==> src/verilog/tfc_pkg.sv <==
// Purpose: Constants for the thermal fan configuration register group
// Assumes: Registers are 8 bits, one per aligned 32-bit word
// Notes:   Byte address is four times the register index
package tfc_pkg;
  // ----------------------------------------------------------------------
  // Register indexes
  // ----------------------------------------------------------------------
  localparam logic [7:0] IDX_CHAN_SELECT = 8'h55;
  localparam logic [7:0] IDX_HYST_R1_LOCAL = 8'h6d;
  localparam logic [7:0] IDX_HYST_R2 = 8'h6e;
  localparam logic [7:0] IDX_TREE_TEST = 8'h6f;
  localparam logic [7:0] IDX_OFFSET_R1 = 8'h70;
  localparam logic [7:0] IDX_OFFSET_LOCAL = 8'h71;
  localparam logic [7:0] IDX_OFFSET_R2 = 8'h72;
  localparam logic [7:0] IDX_SECOND_CONFIG = 8'h73;
  localparam logic [7:0] IDX_TEST2 = 8'h7f;
  localparam logic [7:0] IDX_CONTROL = 8'h80;
  // ----------------------------------------------------------------------
  // Reset values
  // ----------------------------------------------------------------------
  localparam logic [7:0] RST_HYST_R1_LOCAL = 8'h44;
  localparam logic [7:0] RST_HYST_R2 = 8'h40;
  localparam logic [7:0] RST_TREE_TEST = 8'h00;
  localparam logic [7:0] RST_OFFSET = 8'h00;
  localparam logic [7:0] RST_SECOND_CONFIG = 8'h00;
  localparam logic [2:0] RST_CHAN_SELECT = 3'h0;
  // ----------------------------------------------------------------------
  // Field positions
  // ----------------------------------------------------------------------
  localparam int TREE_TEST_MODE_BIT = 0;
  localparam int AVERAGING_OFF_BIT = 4;
  localparam int BYPASS_INPUT_DIVIDER_BIT = 5;
  localparam int SINGLE_CHANNEL_MODE_BIT = 6;
  localparam int SHUTDOWN_REQUEST_BIT = 7;
  localparam int CHAN_SELECT_LSB = 5;
  localparam int EXT_SINGLE_CHANNEL_MODE_CLOCK_BIT = 2;
  localparam int POLARITY_FLIP_BIT = 0;
  localparam int LOCK_BIT = 1;
  // ----------------------------------------------------------------------
  // Channel codes and limits
  // ----------------------------------------------------------------------
  localparam logic [2:0] CHAN_INPUT_2V5 = 3'h0;
  localparam logic [2:0] CHAN_SUPPLY = 3'h2;
  localparam logic [2:0] CHAN_REMOTE1 = 3'h5;
  localparam logic [2:0] CHAN_LOCAL = 3'h6;
  localparam logic [2:0] CHAN_REMOTE2 = 3'h7;
  localparam logic [7:0] OVERTEMP_DISABLE = 8'h80;
  localparam int NUM_TEMP_CH = 3;
  localparam int TEMP_W = 10;
  localparam int CORR_W = 12;
endpackage

==> src/verilog/tfc_config_regs.sv <==
// Purpose: Hysteresis, offset, test and configuration registers of a
//          thermal monitor and fan controller, with fan hysteresis logic
// Assumes: Avalon-MM slave, byte address, 8-bit data in lane 0
// Notes:   Temperatures arrive in quarter degrees from same-clock logic
//
// Summary of operation
// - Fan holds minimum duty until start minus hysteresis
// - Hysteresis nibble spans zero to fifteen degrees
// - Full duty held until limit minus hysteresis
// - Lock bit freezes hysteresis, test, offset, config registers
// - Test enable bit zero selects tree test
// - Signed offset added, quarter degree per step
// - Config bits zero to three pick two-wire sensing
// - Config bit four turns averaging off
// - Config bit five bypasses input divider
// - Config bit six selects single channel conversion
// - Channel select field picks single converted input
// - Fan_pulse_input one pin edge starts conversions
// - Shutdown forces fans off, duty reads zero
// - Above start temperature fan runs minimum duty
// - Limit code 0x80 disables full duty
`timescale 1ns/100ps
`default_nettype none
module tfc_config_regs
  import tfc_pkg::*;
(
  input wire logic REF_CLK,
  input wire logic RST_N,
  input wire logic [9:0] ADDRESS,
  input wire logic READ,
  input wire logic WRITE,
  input wire logic [3:0] BYTEENABLE,
  input wire logic [31:0] WRITEDATA,
  output logic [31:0] READDATA,
  output logic WAITREQUEST,
  input wire logic signed [tfc_pkg::TEMP_W-1:0] TEMP_R1,
  input wire logic signed [tfc_pkg::TEMP_W-1:0] TEMP_LOCAL,
  input wire logic signed [tfc_pkg::TEMP_W-1:0] TEMP_R2,
  input wire logic [7:0] FAN_START_TEMP_R1,
  input wire logic [7:0] FAN_START_TEMP_LOCAL,
  input wire logic [7:0] FAN_START_TEMP_R2,
  input wire logic [7:0] OVERTEMP_LIMIT_R1,
  input wire logic [7:0] OVERTEMP_LIMIT_LOCAL,
  input wire logic [7:0] OVERTEMP_LIMIT_R2,
  input wire logic FAN_PULSE_INPUT1,
  output logic signed [tfc_pkg::CORR_W-1:0] CORR_TEMP_R1,
  output logic signed [tfc_pkg::CORR_W-1:0] CORR_TEMP_LOCAL,
  output logic signed [tfc_pkg::CORR_W-1:0] CORR_TEMP_R2,
  output logic [2:0] MINIMUM_DUTY_RUN,
  output logic FULL_DUTY,
  output logic FAN_OFF_LEVEL,
  output logic DUTY_READS_ZERO,
  output logic TREE_TEST_MODE_BIT_OUT,
  output logic [3:0] TWO_WIRE_SENSE,
  output logic AVERAGING_OFF,
  output logic BYPASS_INPUT_DIVIDER,
  output logic SINGLE_CHANNEL_MODE,
  output logic [2:0] CHANNEL_SELECT,
  output logic SINGLE_CHANNEL_MODE_START,
  output logic SHUTDOWN_REQUEST
);
  import tfc_pkg::*;

  // ----------------------------------------------------------------------
  // State
  // ----------------------------------------------------------------------
  typedef struct packed {
    logic ack;
    logic [7:0] rdata;
    logic lock;
    logic polarity_flip;
    logic [7:0] hyst_r1_local;
    logic [7:0] hyst_r2;
    logic tree_test;
    logic [2:0][7:0] offset;
    logic [7:0] second_config;
    logic [2:0] chan_select;
    logic ext_single_channel_mode_clock;
    logic pin_s1;
    logic pin_s2;
    logic pin_d;
    logic single_channel_mode_start;
    logic [2:0][CORR_W-1:0] corr;
    logic [2:0] fan_on;
    logic [2:0] full;
  } tfc_state_s;

  localparam tfc_state_s ST_RESET = '{
    ack: 1'b0, rdata: 8'h00, lock: 1'b0, polarity_flip: 1'b0,
    hyst_r1_local: RST_HYST_R1_LOCAL, hyst_r2: RST_HYST_R2,
    tree_test: 1'b0, offset: {3{RST_OFFSET}},
    second_config: RST_SECOND_CONFIG, chan_select: RST_CHAN_SELECT,
    ext_single_channel_mode_clock: 1'b0, pin_s1: 1'b0, pin_s2: 1'b0, pin_d: 1'b0,
    single_channel_mode_start: 1'b0, corr: '0, fan_on: 3'h0, full: 3'h0};

  tfc_state_s st;
  tfc_state_s next_st;

  // ----------------------------------------------------------------------
  // Helpers
  // ----------------------------------------------------------------------
  // Whole degrees to quarter degrees, sign kept
  function automatic logic signed [CORR_W-1:0] quarter(input logic [7:0] d);
    quarter = {{2{d[7]}}, d, 2'b00};
  endfunction

  // Hysteresis of a channel in quarter degrees
  function automatic logic signed [CORR_W-1:0] hyst_q(
    input logic [7:0] h_a,
    input logic [7:0] h_b,
    input int ch
  );
    logic [3:0] n;
    n = (ch == 0) ? h_a[7:4] : (ch == 1) ? h_a[3:0] : h_b[7:4];
    hyst_q = {6'h00, n, 2'b00};
  endfunction

  logic [7:0] idx;
  logic req;
  logic acc_wr;
  logic [7:0] wbyte;
  logic [TEMP_W-1:0] temp_in [NUM_TEMP_CH];
  logic [7:0] start_in [NUM_TEMP_CH];
  logic [7:0] limit_in [NUM_TEMP_CH];

  assign idx = ADDRESS[9:2];
  assign req = READ | WRITE;
  assign acc_wr = WRITE & st.ack & BYTEENABLE[0];
  assign wbyte = WRITEDATA[7:0];
  assign temp_in[0] = TEMP_R1;
  assign temp_in[1] = TEMP_LOCAL;
  assign temp_in[2] = TEMP_R2;
  assign start_in[0] = FAN_START_TEMP_R1;
  assign start_in[1] = FAN_START_TEMP_LOCAL;
  assign start_in[2] = FAN_START_TEMP_R2;
  assign limit_in[0] = OVERTEMP_LIMIT_R1;
  assign limit_in[1] = OVERTEMP_LIMIT_LOCAL;
  assign limit_in[2] = OVERTEMP_LIMIT_R2;

  // ----------------------------------------------------------------------
  // Next state
  // ----------------------------------------------------------------------
  always_comb
  begin
    logic signed [CORR_W-1:0] t;
    logic signed [CORR_W-1:0] h;
    logic [7:0] rd;
    t = '0;
    h = '0;
    rd = 8'h00;
    next_st = st;
    // One wait state: request seen, then answered with waitrequest low
    next_st.ack = req & ~st.ack;
    unique case (idx)
      IDX_HYST_R1_LOCAL: rd = st.hyst_r1_local;
      IDX_HYST_R2: rd = st.hyst_r2;
      IDX_TREE_TEST: rd = {7'h00, st.tree_test};
      IDX_OFFSET_R1: rd = st.offset[0];
      IDX_OFFSET_LOCAL: rd = st.offset[1];
      IDX_OFFSET_R2: rd = st.offset[2];
      IDX_SECOND_CONFIG: rd = st.second_config;
      IDX_CHAN_SELECT: rd = {st.chan_select, 5'h00};
      IDX_TEST2: rd = {5'h00, st.ext_single_channel_mode_clock, 2'b00};
      IDX_CONTROL: rd = {6'h00, st.lock, st.polarity_flip};
      default: rd = 8'h00;
    endcase
    if (req && !st.ack)
    begin
      next_st.rdata = rd;
    end
    if (acc_wr)
    begin
      // Locked registers silently keep their contents
      if (!st.lock)
      begin
        unique case (idx)
          IDX_HYST_R1_LOCAL: next_st.hyst_r1_local = wbyte;
          IDX_HYST_R2: next_st.hyst_r2 = {wbyte[7:4], 4'h0};
          IDX_TREE_TEST: next_st.tree_test = wbyte[TREE_TEST_MODE_BIT];
          IDX_OFFSET_R1: next_st.offset[0] = wbyte;
          IDX_OFFSET_LOCAL: next_st.offset[1] = wbyte;
          IDX_OFFSET_R2: next_st.offset[2] = wbyte;
          IDX_SECOND_CONFIG: next_st.second_config = wbyte;
          default: next_st.tree_test = st.tree_test;
        endcase
      end
      unique case (idx)
        IDX_CHAN_SELECT: next_st.chan_select = wbyte[7:CHAN_SELECT_LSB];
        IDX_TEST2: next_st.ext_single_channel_mode_clock = wbyte[EXT_SINGLE_CHANNEL_MODE_CLOCK_BIT];
        IDX_CONTROL:
        begin
          next_st.polarity_flip = wbyte[POLARITY_FLIP_BIT];
          // Lock is sticky until reset
          next_st.lock = st.lock | wbyte[LOCK_BIT];
        end
        default: next_st.lock = st.lock;
      endcase
    end
    // Fan_pulse_input 1 pin passes two flops before the edge detector
    next_st.pin_s1 = FAN_PULSE_INPUT1;
    next_st.pin_s2 = st.pin_s1;
    next_st.pin_d = st.pin_s2;
    next_st.single_channel_mode_start = st.pin_s2 & ~st.pin_d
      & st.second_config[SINGLE_CHANNEL_MODE_BIT] & st.ext_single_channel_mode_clock;
    for (int ch = 0; ch < NUM_TEMP_CH; ch++)
    begin
      t = {{(CORR_W-TEMP_W){temp_in[ch][TEMP_W-1]}}, temp_in[ch]}
        + {{(CORR_W-8){st.offset[ch][7]}}, st.offset[ch]};
      next_st.corr[ch] = t;
      h = hyst_q(st.hyst_r1_local, st.hyst_r2, ch);
      // Fan start with hysteresis band below the start temperature
      if ($signed(st.corr[ch]) > quarter(start_in[ch]))
        next_st.fan_on[ch] = 1'b1;
      else if ($signed(st.corr[ch]) <= quarter(start_in[ch]) - h)
        next_st.fan_on[ch] = 1'b0;
      // Overtemperature full duty, released below limit minus hysteresis
      if (limit_in[ch] == OVERTEMP_DISABLE)
        next_st.full[ch] = 1'b0;
      else if ($signed(st.corr[ch]) > quarter(limit_in[ch]))
        next_st.full[ch] = 1'b1;
      else if ($signed(st.corr[ch]) < quarter(limit_in[ch]) - h)
        next_st.full[ch] = 1'b0;
    end
  end

  always_ff @(posedge REF_CLK)
  begin
    if (!RST_N)
      st <= ST_RESET;
    else
      st <= next_st;
  end

  // ----------------------------------------------------------------------
  // Outputs
  // ----------------------------------------------------------------------
  logic shutdown_request;
  assign shutdown_request = st.second_config[SHUTDOWN_REQUEST_BIT];
  assign WAITREQUEST = req & ~st.ack;
  assign READDATA = {24'h000000, st.rdata};
  assign CORR_TEMP_R1 = st.corr[0];
  assign CORR_TEMP_LOCAL = st.corr[1];
  assign CORR_TEMP_R2 = st.corr[2];
  // Shutdown overrides both minimum and full duty
  assign MINIMUM_DUTY_RUN = st.fan_on & {3{~shutdown_request}};
  assign FULL_DUTY = (|st.full) & ~shutdown_request;
  assign FAN_OFF_LEVEL = st.polarity_flip;
  assign DUTY_READS_ZERO = shutdown_request;
  assign SHUTDOWN_REQUEST = shutdown_request;
  assign TREE_TEST_MODE_BIT_OUT = st.tree_test;
  assign TWO_WIRE_SENSE = st.second_config[3:0];
  assign AVERAGING_OFF = st.second_config[AVERAGING_OFF_BIT];
  assign BYPASS_INPUT_DIVIDER =
    st.second_config[BYPASS_INPUT_DIVIDER_BIT];
  assign SINGLE_CHANNEL_MODE =
    st.second_config[SINGLE_CHANNEL_MODE_BIT];
  assign CHANNEL_SELECT = st.chan_select;
  assign SINGLE_CHANNEL_MODE_START = st.single_channel_mode_start;
endmodule
`default_nettype wire

==> config.mk <==
export PLATFORM = sky130hd
export DESIGN_NAME = tfc_config_regs
export DESIGN_NICKNAME = d
export VERILOG_FILES = /design/src/verilog/tfc_pkg.sv /design/src/verilog/tfc_config_regs.sv
export SDC_FILE = /design/constraint.sdc
export NUM_CORES = 1
export LEC_CHECK = 0
export BUFFER_PORTS_ARGS = -buffer_cell sky130_fd_sc_hd__buf_4
export CAP_MARGIN = 10
export CORE_ASPECT_RATIO = 1.25
export CORE_MARGIN = 5
export CORE_UTILIZATION = 60
export DETAILED_ROUTE_END_ITERATION = 8
export GPL_ROUTABILITY_DRIVEN = 0
export GPL_TIMING_DRIVEN = 0
export HOLD_SLACK_MARGIN = 0.12
export PLACE_DENSITY = 0.88
export SETUP_SLACK_MARGIN = 0.5
export SYNTH_ARGS = -nofsm -noshare
export SYNTH_HDL_FRONTEND = slang
export SYNTH_SLANG_ARGS = --single-unit
==> constraint.sdc <==
create_clock -name REF_CLK -period 7.2 [get_ports REF_CLK]
set_input_delay 0.36 -clock REF_CLK [delete_from_list [all_inputs] [get_ports REF_CLK]]
set_output_delay 0.36 -clock REF_CLK [all_outputs]
set_load 0.05 [all_outputs]
==> impl_summary.txt, run 1 <==
----------------------------------------------------
[Setup path]
  Cells along the critical path ... inv_1 -> ha_1 -> nor2b_1 -> o21a_1 -> o21ai_0 -> nand3_1 -> xnor2_1 -> ha_1 -> or4_1 -> o211ai_1 -> a21oi_1 -> o41ai_1 -> a21boi_0
  Crit Path Category ... reg2reg
  Family with the most delay on the worst path ... compound AO/OA/AOI/OAI gates
  Critical path data arrival time ... 3440 ps
  Highest net fanout along the worst path ... 5
  Startpoint types ... register
  Total number of cells along the worst setup path ... 13
  Type of element capturing the critical path ... register
  Logic depth of the worst register-to-register path ... 13
  Critical-path cell with the highest stage delay ... sky130_fd_sc_hd__or4_1
  Required time reported for the critical path endpoint ... about 7400 ps
  Critical Path Max Stage Delay ... 530 ps
  Worst Path Buf+Inv ... 1
  Worst path most repeated cell ... sky130_fd_sc_hd__ha_1

[STA]
  Final-report setup violation count ... 0
  Unrepaired setup endpoints after global routing ... false
  Number of pins exceeding their max-slew limit in the final report ... 0
  Transition time at the pin with the least slew margin ... 875 ps
  Worst relative slew slack ... 0.417
  Number of hold-slack violations in the final timing report ... 0
  FMAX ... 311 MHz
  Final critical-path required period ... about 3200 ps
  Worst Clk Skew ... 7.18 ps
  Sum of negative setup slack ... 0 ps
  Final period util ... 0.446

[Floorplanning]
  Number of I/O pins ... 217
  Overall die area ... roughly 18000 µm²
  Width of the die ... 123 µm
  Die H ... 151 µm
  Starting Density ... 0.610
  Placement row count ... 51
  Area of the core ... 15600 µm²

[Synth]
  Post-synthesis share of cell area spent on and, or, nand and nor gates ... 0.186
  Number of storage elements in the synthesis netlist ... 103
  Commonest cells in the synthesized netlist ... sky130_fd_sc_hd__ha_1 (162), sky130_fd_sc_hd__dfxtp_1 (103), sky130_fd_sc_hd__nor2_1 (98), sky130_fd_sc_hd__inv_1 (95), sky130_fd_sc_hd__buf_4 (77)
  Gate Count Post-Synth ... 1131
  Multiplexer share of the synthesized area ... 0.0522
  Combinational family with the most area after synthesis ... adder cells
  Post-synthesis compound-gate area fraction ... 0.169
  Yosys warning total ... 0
  Most common cell in the synthesized netlist ... sky130_fd_sc_hd__ha_1
  Xor/xnor cell area share of the yosys netlist ... 0.0350
  Post-synth top area share ... 0.217
  Predominant post-synthesis flop cell ... sky130_fd_sc_hd__dfxtp_1
  Cell area after synthesis ... roughly 9500 µm²
  Async set-or-reset flop fraction in the synthesized netlist ... 0
  Synthesized area divided by synthesized cell count ... 8.40 µm²
  Number of enable flip-flop cells after synthesis ... 0
  Library cell occupying the most area in the post-synthesis netlist ... sky130_fd_sc_hd__dfxtp_1
  Number of distinct library cells after synthesis ... 67
  Area share of fa/ha/maj cells after synthesis ... 0.232
  Area contributors post-synth ... sky130_fd_sc_hd__dfxtp_1 (22%), sky130_fd_sc_hd__ha_1 (21%), sky130_fd_sc_hd__buf_4 (6.1%)
  Sequential share of the synthesized area ... 0.217

[Power]
  Sw Ratio ... 0.337
  Share of power burned in registers ... 0.385
  Static leakage power ... 5.61 nW
  Clk pwr share ... 0.315
  Internal power ... 0.00106 W
  Net switching power ... ~0.00054 W
  Total power divided by cell area ... 140 nW/µm²
  Overall power consumption ... 0.00159 W
  Part of the power in combinational logic ... 0.300
  Max IR drop VDD ... 0.117 mV

[Placement]
  Instance area at placement ... between 10000 and 15000 µm²
  Count of input and output buffers ... between 150 and 200
  Dpl hpwl ... between 20 and 25 mm
  Total placed cells including tap cells ... 1529

[Route]
  DR vias/cell ... 5.87
  Vias after detailed routing ... between 9000 and 10000
  Total detailed-routing wirelength ... 27.3 mm
  Residual antenna-violating net count after detailed routing ... 0
  Residual DRC count ... 0
  DR pass1 iterations ... 8
  Starting DRT DRC Count ... ~600
  DR WL/cell ... 17.7 µm

[Cells and area]
  Inserted Diodes ... 0
  Area taken by multi-input logic gates ... 6490 µm²
  Area used by sequential logic in the layout ... 2060 µm²
  Cell area after layout ... 11400 µm²
  Total Nets Final ... 1628
  Final cell count without fillers ... 1545
  Post-layout utilization of the core ... 0.730
  Layout area overhead ... 19.7%
  Number of fill cells ... 1225
  Proportion of layout cells with a drive suffix above 1 ... 0.212

[CTS]
  Count of clock tree sinks ... 103
  Maximum root-to-sink buffer count ... 2
  Post-CTS setup-driven buffer insertion count ... 0
  Number of buffers created by CTS ... 9
  Clock transition at path regs ... 70 ps
  Clock tree from TritonCTS ... done
  # hold bufs at CTS ... 0
  Number of H-tree levels ... 3
  Insertion delay to the later sink of the worst-skew pair ... 360 ps
  Post-cts gate resize count ... 0
  Clk Tree Root Cell ... sky130_fd_sc_hd__clkbuf_16

[Job]
  Count of max-cap constraint violations ... 0

[Min path]
  HP Class ... in2reg
  Cell count of the worst hold path ... 2

[Global route]
  Via count of the first global-routing pass ... 8821
  Largest net degree at the start of global routing ... 18
  First-pass GRT wire length ... ~42 mm
  Overall track demand over capacity in global routing ... 0.290
  Antenna violations before repair ... 0
  Sum of overflow across all layers after global routing ... 0

[Outcome]
  Run status ... finished, final reports clean

----------------------------------------------------
## cells in the final DEF, fill, tap and decap left out, drive strengths merged, types with 7 or more instances in the layout
master  synthesis  layout
a211oi         15      15
nand2          55      55
nand3          41      41
nor3           29      29
and3           10      10
mux2i          45      45
nor2           98      98
clkbuf         14      24
and2            8       8
nand4           8       8
and4            8       8
nor4           11      11
nor2b          36      36
nand2b         15      15
fa              9       9
xnor2          23      23
ha            162     162
xor2           15      15
a21o           12      12
a221oi          7       7
o21a           11      11
inv            96      97
o21ai          56      56
a21oi          58      58
buf            84     247
o211ai         14      14
conb            1      24
dfxtp         103     103
a31oi          13      13
## flip-flops by register name, indices dropped and copies added, names as in the netlist, 2 cells and up
register	cells
st	46
CORR_TEMP_LOCAL	11
CORR_TEMP_R1	11
CORR_TEMP_R2	11
READDATA	8
TWO_WIRE_SENSE	4
CHANNEL_SELECT	3
next_st	2
## worst reg2reg max path: stages, from the launching register on
cell and delay [ps]:
sky130_fd_sc_hd__dfxtp_1 470, sky130_fd_sc_hd__inv_1 100, sky130_fd_sc_hd__ha_1 270, sky130_fd_sc_hd__nor2b_1 130, sky130_fd_sc_hd__o21a_1 170, sky130_fd_sc_hd__o21ai_0 290, sky130_fd_sc_hd__nand3_1 140, sky130_fd_sc_hd__xnor2_1 150
sky130_fd_sc_hd__ha_1 210, sky130_fd_sc_hd__or4_1 530, sky130_fd_sc_hd__o211ai_1 120, sky130_fd_sc_hd__a21oi_1 70, sky130_fd_sc_hd__o41ai_1 290, sky130_fd_sc_hd__a21boi_0 130
## cell type report
| cell class | count | share of cell area |
|---|---|---|
| inverter | 96 | 0.0317 |
| timing repair buffer | 163 | 0.108 |
| clock buffer | 10 | 0.0201 |
| sequential | 103 | 0.181 |
| buffer | 98 | 0.0590 |
| clock inverter | 6 | 0.00616 |
| tap | 212 | 0.0233 |
| multi-input combinational | 857 | 0.571 |
## per-stage QoR
| step | setup slack (ps) | hold WS [ps] |
|---|---|---|
| finish | 3990 | 210 |
| global route | 3790 | 228 |
| CTS | 4030 | 211 |
| detailed placement | 4050 | 377 |
| global placement | 4090 | 375 |
| floorplan | 4400 | 367 |
## final timing paths
check / start / to / slack [ps]
max: st[96] / st[0] / 3990
min: FAN_PULSE_INPUT1 / next_st[44] / 210
max reg2reg: st[96] / st[0] / 3990
min reg2reg: st[43] / SINGLE_CHANNEL_MODE_START / 380
## cell families after synthesis
| logic type | count (synthesis) |
|---|---|
| other | 1 |
| muxes | 47 |
| DFF | 103 |
| and+or+nand+nor | 338 |
| AOI/OAI and AO/OA | 239 |
| adders and majority gates | 171 |
| buffers and inverters | 194 |
| xor gates and xnor gates | 38 |
## power by group through the flow
stage	Combinational (W)	Clock, W	Sequential (W)
final	0.000478	0.000502	0.000614
after global routing	0.000520	0.000529	0.000616
after CTS	0.000475	0.000503	0.000614
after detailed placement	0.000471	0	0.000627
after global placement	0.000458	0	0.000626
after floorplan	0.000328	0	0.000614
## per-layer routing
metal  global-route usage  wire length (µm)
met1                0.331             10400
met2                0.509             13500
met3               0.0470              2000
met4                0.166              1470
met5                    0                 0
Power figures use the tool's default switching activity.
==> run 2, diff against run 1 <==
- CORE_UTILIZATION: 60 -> 56
- PLACE_DENSITY: 0.88 -> 0.83
- clock period: 7.2 -> 3.29 ns (I/O delays scaled with it)
==> impl_summary.txt, run 2 (synthesized netlist as in run 1, its figures left out) <==
----------------------------------------------------
[Cells and area]
  Most common cell after layout, fill and taps aside ... sky130_fd_sc_hd__buf_4
  Proportion of layout cells with a drive suffix above 1 ... 0.250
  Number of fill cells ... 1329
  Layout area overhead ... 23.1%
  Total Nets Final ... 1639
  Largest register by flop count ... st
  Post-layout utilization of the core ... 0.697
  Inserted Diodes ... 0
  Most frequent cells in the layout ... sky130_fd_sc_hd__buf_4 (249), sky130_fd_sc_hd__ha_1 (153), sky130_fd_sc_hd__nor2_1 (98), sky130_fd_sc_hd__dfxtp_1 (97), sky130_fd_sc_hd__inv_1 (93)
  Flip-flop count of the largest register, all copies and words added ... 46

[CTS]
  Maximum root-to-sink buffer count ... 2
  Clock tree from TritonCTS ... done
  Insertion delay to the later sink of the worst-skew pair ... approximately 350 ps
  Count of clock tree sinks ... 103
  Clock transition at path regs ... about 70 ps
  Clk Tree Root Cell ... sky130_fd_sc_hd__clkbuf_16
  Number of H-tree levels ... 3
  Number of buffers created by CTS ... 9

[Route]
  Starting DRT DRC Count ... 617
  WL met2 ... 14.1 mm
  Total length of routed met3 wires ... 1.63 mm
  DR pass1 iterations ... 7
  DR vias/cell ... 5.87
  Residual antenna-violating net count after detailed routing ... 0
  Vias after detailed routing ... 9178
  Residual DRC count ... 0
  M1 WL ... roughly 11 mm
  Top Layer Used ... met4
  Total detailed-routing wirelength ... 27.8 mm
  DR WL/cell ... 17.8 µm

[Global route]
  Sum of overflow across all layers after global routing ... 0
  Overall track demand over capacity in global routing ... 0.267
  First-pass GRT wire length ... 43.1 mm
  Largest net degree at the start of global routing ... 17
  Via count of the first global-routing pass ... 8977
  Antenna violations before repair ... 0

[Setup path]
  Logic depth of the worst register-to-register path ... 11
  Startpoint types ... register
  Required time reported for the critical path endpoint ... 3530 ps
  Type of element capturing the critical path ... register
  Critical path data arrival time ... about 3000 ps
  R2r endpoint ... st[3]
  Highest net fanout along the worst path ... 5
  Setup slack of the most critical reg-to-reg path ... 530 ps
  Worst reg2reg startpoint ... st[95]
  Crit Path Category ... reg2reg

[Power]
  Max IR drop VDD ... 0.249 mV
  Total power divided by cell area ... 300 nW/µm²
  Part of the power in combinational logic ... 0.313
  Overall power consumption ... 0.00350 W
  Static leakage power ... approximately 5.7 nW
  Sw Ratio ... 0.334
  Net switching power ... 0.00117 W
  Share of power burned in registers ... 0.383
  Clk pwr share ... 0.304
  Internal power ... about 0.0023 W

[STA]
  Number of pins exceeding their max-slew limit in the final report ... 0
  Transition time at the pin with the least slew margin ... between 800 and 900 ps
  Number of hold-slack violations in the final timing report ... 0
  Worst relative slew slack ... 0.457
  Final-report setup violation count ... 0
  Worst Clk Skew ... around 8.4 ps
  Final period util ... 0.839
  Sum of negative setup slack ... 0 ps
  Unrepaired setup endpoints after global routing ... true
  Final critical-path required period ... ~2800 ps
  FMAX ... 362 MHz

[Min path]
  Sink of the worst hold path ... AVERAGING_OFF
  Cell count of the worst hold path ... 3
  HP Start ... WRITEDATA[4]
  HP Class ... in2reg

[Floorplanning]
  Starting Density ... 0.566
  Placement row count ... between 50 and 60
  Overall die area ... 19700 µm²
  Die H ... 156 µm
  Width of the die ... 126 µm
  Number of I/O pins ... 217
  Area of the core ... 16800 µm²

[Placement]
  Dpl hpwl ... 21.9 mm
  Count of input and output buffers ... about 160

[Job]
  Count of max-cap constraint violations ... 0

[Outcome]
  Run status ... finished, final reports clean

----------------------------------------------------
==> run 2: changes by cell type in the layout (fill, tap and decap cells not counted), sizes merged <==
cell	delta
clkbuf	+1
inv	-1
dlygate4sd3	+2
clkinv	+1
clkinvlp	-1
buf	+9
==> run 2: worst max-delay path, stage by stage, from the launching register on <==
cell,delay (ps)
sky130_fd_sc_hd__dfxtp_2,350
sky130_fd_sc_hd__ha_1,210
sky130_fd_sc_hd__fa_2,360
sky130_fd_sc_hd__nor2b_2,130
sky130_fd_sc_hd__o21ai_2,110
sky130_fd_sc_hd__nor2b_4,150
sky130_fd_sc_hd__xnor2_2,210
sky130_fd_sc_hd__ha_4,250
sky130_fd_sc_hd__and4_4,200
sky130_fd_sc_hd__a221oi_2,310
sky130_fd_sc_hd__o21ai_1,100
sky130_fd_sc_hd__a211o_1,260
==> run 2: cell type report <==
| type | instances | area (µm²) | share of cell area |
|---|---|---|---|
| Timing Repair Buffer | 174 | 1310 | 0.112 |
| Buffer | 98 | 671 | 0.0574 |
| Sequential cell | 103 | 2080 | 0.178 |
| Inverter | 96 | 363 | 0.0310 |
| Clock buffer | 11 | 233 | 0.0199 |
| Multi-Input combinational cell | 857 | 6700 | 0.573 |
| Clock inverter | 5 | 58.8 | 0.00503 |
| Tap cell | 220 | 275 | 0.0235 |
==> run 2: through the flow <==
step	cells	cell area [µm²]	hold slack (ps)	worst slack [ps]
after floorplan	1154	9580	292	551
after global placement	1537	11100	380	331
after detailed placement	1537	11100	383	273
after CTS	1557	11400	123	485
after global routing	1564	11700	142	427
final	1564	11700	129	531
==> run 2: worst max path at each step <==
stage           start    end  depth (start not counted)
3_5_place_dp   st[96]  st[0]                         13
4_1_cts        st[87]  st[5]                         12
5_1_grt        st[92]  st[1]                         13
2_1_floorplan  st[96]  st[0]                         13
3_3_place_gp   st[96]  st[0]                         13
6_report       st[95]  st[3]                         11
==> run 2: power by group through the flow <==
stage	logic (W)	clock network [W]	registers, W
finish	0.00110	0.00107	0.00134
floorplan	0.000718	0	0.00134
CTS	0.00105	0.00107	0.00134
detailed placement	0.00104	0	0.00137
global placement	0.00101	0	0.00137
global route	0.00120	0.00112	0.00134
==> run 2: per-layer routing <==
metal | vias up | track usage
met5 | - | 0
met4 | 0 | 0.133
met3 | 112 | 0.0253
met2 | 420 | 0.488
met1 | 4258 | 0.310
li1 | 4388 | -
==> run 2: timing repair <==
action                                  4_1_cts  5_1_grt
gates resized for setup                      22       44
endpoints found under the hold margin         2        0
hold buffers                                  2        0
endpoints found under the setup margin        5        6
pin swaps                                     3       25
buffers inserted                              2        7
==> run 3, diff against run 2 <==
- ABC_AREA: default -> 1
- clock period: 3.29 -> 2.9 ns (I/O delays scaled with it)
==> impl_summary.txt, run 3 <==
----------------------------------------------------
[Outcome]
  Run status ... finished, final reports clean

[Global route]
  Overall track demand over capacity in global routing ... 0.281
  Via count of the first global-routing pass ... 9907
  First-pass GRT wire length ... 45.6 mm
  Largest net degree at the start of global routing ... 20
  Sum of overflow across all layers after global routing ... 0
  Antenna violations before repair ... 0

[STA]
  Hold WS ... 119 ps
  Number of pins exceeding their max-slew limit in the final report ... 0
  Worst relative slew slack ... 0.469
  Sum of negative setup slack ... 0 ps
  FMAX ... 398 MHz
  Unrepaired setup endpoints after global routing ... true
  Number of hold-slack violations in the final timing report ... 0
  Final critical-path required period ... roughly 2500 ps
  Final period util ... 0.866
  Final-report setup violation count ... 0
  Transition time at the pin with the least slew margin ... 796 ps
  Worst Clk Skew ... 9.88 ps

[Setup path]
  Required time reported for the critical path endpoint ... 3180 ps
  Type of element capturing the critical path ... register
  Startpoint types ... register
  Critical Path Max Stage Delay ... 380 ps
  Critical path data arrival time ... roughly 2800 ps
  Crit Path Category ... reg2reg
  Critical-path cell with the highest stage delay ... sky130_fd_sc_hd__dfxtp_4
  Cells along the critical path ... buf_4 -> ha_4 -> fa_2 -> nor2_2 -> a211oi_2 -> buf_4 -> xor2_1 -> inv_1 -> ha_1 -> nand2_2 -> nor2_1 -> nand3_2 -> nand4_1 -> nand4_1 -> a21oi_1
  Highest net fanout along the worst path ... 4

[Route]
  Starting DRT DRC Count ... around 700
  DR WL/cell ... 16.1 µm
  DR pass1 iterations ... 5
  DR vias/cell ... between 5 and 6
  Total detailed-routing wirelength ... around 30 mm
  Residual antenna-violating net count after detailed routing ... 0
  Vias after detailed routing ... between 10000 and 15000
  Residual DRC count ... 0

[Cells and area]
  Most common cell after layout, fill and taps aside ... sky130_fd_sc_hd__buf_4
  Number of fill cells ... between 1000 and 1500
  Flip-flop count of the largest register, all copies and words added ... between 40 and 50
  Layout area overhead ... 28.5%
  Largest register by flop count ... st
  Proportion of layout cells with a drive suffix above 1 ... 0.260
  Most frequent cells in the layout ... sky130_fd_sc_hd__buf_4 (272), sky130_fd_sc_hd__nand2_1 (250), sky130_fd_sc_hd__inv_1 (185), sky130_fd_sc_hd__ha_1 (143), sky130_fd_sc_hd__a21oi_1 (129)
  Total Nets Final ... about 1900
  Final cell count without fillers ... 1860
  Inserted Diodes ... 0

[Synth]
  Post-synthesis share of cell area spent on and, or, nand and nor gates ... 0.232
  Combinational family with the most area after synthesis ... simple AND/OR/NAND/NOR gates
  Number of enable flip-flop cells after synthesis ... 0
  Most common cell in the synthesized netlist ... sky130_fd_sc_hd__nand2_1
  Number of distinct library cells after synthesis ... 48
  Sequential share of the synthesized area ... 0.212
  Async set-or-reset flop fraction in the synthesized netlist ... 0
  Yosys warning total ... 0
  Xor/xnor cell area share of the yosys netlist ... 0.0351
  Commonest cells in the synthesized netlist ... sky130_fd_sc_hd__nand2_1 (259), sky130_fd_sc_hd__inv_1 (197), sky130_fd_sc_hd__ha_1 (162), sky130_fd_sc_hd__a21oi_1 (138), sky130_fd_sc_hd__nor2_1 (115)
  Gate Count Post-Synth ... 1389
  Area share of fa/ha/maj cells after synthesis ... 0.227
  Cell area after synthesis ... 9740 µm²
  Post-synth top area share ... 0.212
  Number of storage elements in the synthesis netlist ... ~100
  Multiplexer share of the synthesized area ... 0
  Area contributors post-synth ... sky130_fd_sc_hd__dfxtp_1 (21%), sky130_fd_sc_hd__ha_1 (21%), sky130_fd_sc_hd__nand2_1 (10%)
  Synthesized area divided by synthesized cell count ... 7.01 µm²
  Post-synthesis compound-gate area fraction ... 0.147
  Library cell occupying the most area in the post-synthesis netlist ... sky130_fd_sc_hd__dfxtp_1
  Predominant post-synthesis flop cell ... sky130_fd_sc_hd__dfxtp_1

[Floorplanning]
  Overall die area ... 20100 µm²
  Width of the die ... 128 µm
  Placement row count ... 54
  Starting Density ... 0.563
  Die H ... 157 µm
  Number of I/O pins ... 217
  Area of the core ... 17300 µm²

[Min path]
  HP Class ... in2reg

[CTS]
  Maximum root-to-sink buffer count ... 2
  Clock transition at path regs ... around 80 ps
  Insertion delay to the later sink of the worst-skew pair ... 350 ps
  Clock tree from TritonCTS ... done
  Count of clock tree sinks ... 103
  Number of buffers created by CTS ... 9
  Number of H-tree levels ... 3
  Clk Tree Root Cell ... sky130_fd_sc_hd__clkbuf_16

[Power]
  Total power divided by cell area ... about 320 nW/µm²
  Static leakage power ... 6.64 nW
  Max IR drop VDD ... 0.284 mV

[Placement]
  Total placed cells including tap cells ... about 1800
  Dpl hpwl ... 22.8 mm
  Count of input and output buffers ... 162

[Job]
  Count of max-cap constraint violations ... 0

----------------------------------------------------
## run 3: path summary, 6_finish.rpt
check                                   end            startpoint  slack, ps  depth (start not counted)
setup / recovery                      st[4]                st[91]        390                         15
hold / removal                        st[2]  OVERTEMP_LIMIT_R2[6]        120                          3
setup reg to reg                      st[4]                st[91]        390                         15
hold reg to reg   SINGLE_CHANNEL_MODE_START                st[43]        400                          1
## run 3: logic make-up (layout without fill, tap and decap cells)
family,Yosys count,count (layout)
buffers and inverters,295,519
XOR/XNOR,39,39
adder cells (fa/ha/maj),171,171
AND/OR/NAND/NOR,516,516
AO/OA/AOI/OAI,264,264
flip-flops,103,103
other,1,24
## run 3: per-layer routing
metal | part of all wire | track usage | up-vias
met3 | 0.072 | 0.0390 | 151
met2 | 0.50 | 0.505 | 458
met4 | 0.063 | 0.184 | 0
met1 | 0.37 | 0.305 | 4680
met5 | 0 | 0 | -
li1 | - | - | 5003
## run 3: through the flow
| step | instance area, µm² | utilization | setup WS (ps) | total power, W |
|---|---|---|---|---|
| floorplan | 9820 | - | 515 | 0.00234 |
| global placement | 11300 | 0.655 | 93.6 | 0.00267 |
| detailed placement | 11300 | 0.655 | 41.8 | 0.00271 |
| CTS | 12200 | 0.704 | 393 | 0.00393 |
| global route | 12500 | 0.724 | 229 | 0.00420 |
| finish | 12500 | 0.724 | 387 | 0.00401 |
## run 3: cell type report
class / instances / area (µm²) / share of cell area
plain buffers: 94 / 677 / 0.0541
clock buffers: 9 / 225 / 0.0180
clock inverters: 7 / 60.1 / 0.00480
inverters: 201 / 768 / 0.0614
multi-input cells: 1014 / 6810 / 0.544
flip-flops and latches: 103 / 2090 / 0.167
well taps: 224 / 280 / 0.0224
repair buffers: 208 / 1610 / 0.128
## run 3: power breakdown
group	switching, W	internal [W]	total (W)
sequential	0.0000558	0.00145	0.00150
clock	0.000579	0.000603	0.00118
combinational	0.000796	0.000525	0.00132
total	0.00143	0.00257	0.00401
## run 3: repair_timing
item,4_1_cts,5_1_grt
resized for setup,83,52
pin swaps,31,54
endpoints found under the hold margin,20,0
endpoints found under the setup margin,6,6
setup buffers,16,19
hold buffers,11,0
## run 3: worst max-delay path, delay by kind of cell (launching register included)
kind / cells / cell delay, ps
buf+inv: 3 / 340
xor+xnor: 1 / 140
flops: 1 / 380
simple gates: 6 / 560
fa+ha+maj: 3 / 800
compound gates: 2 / 210
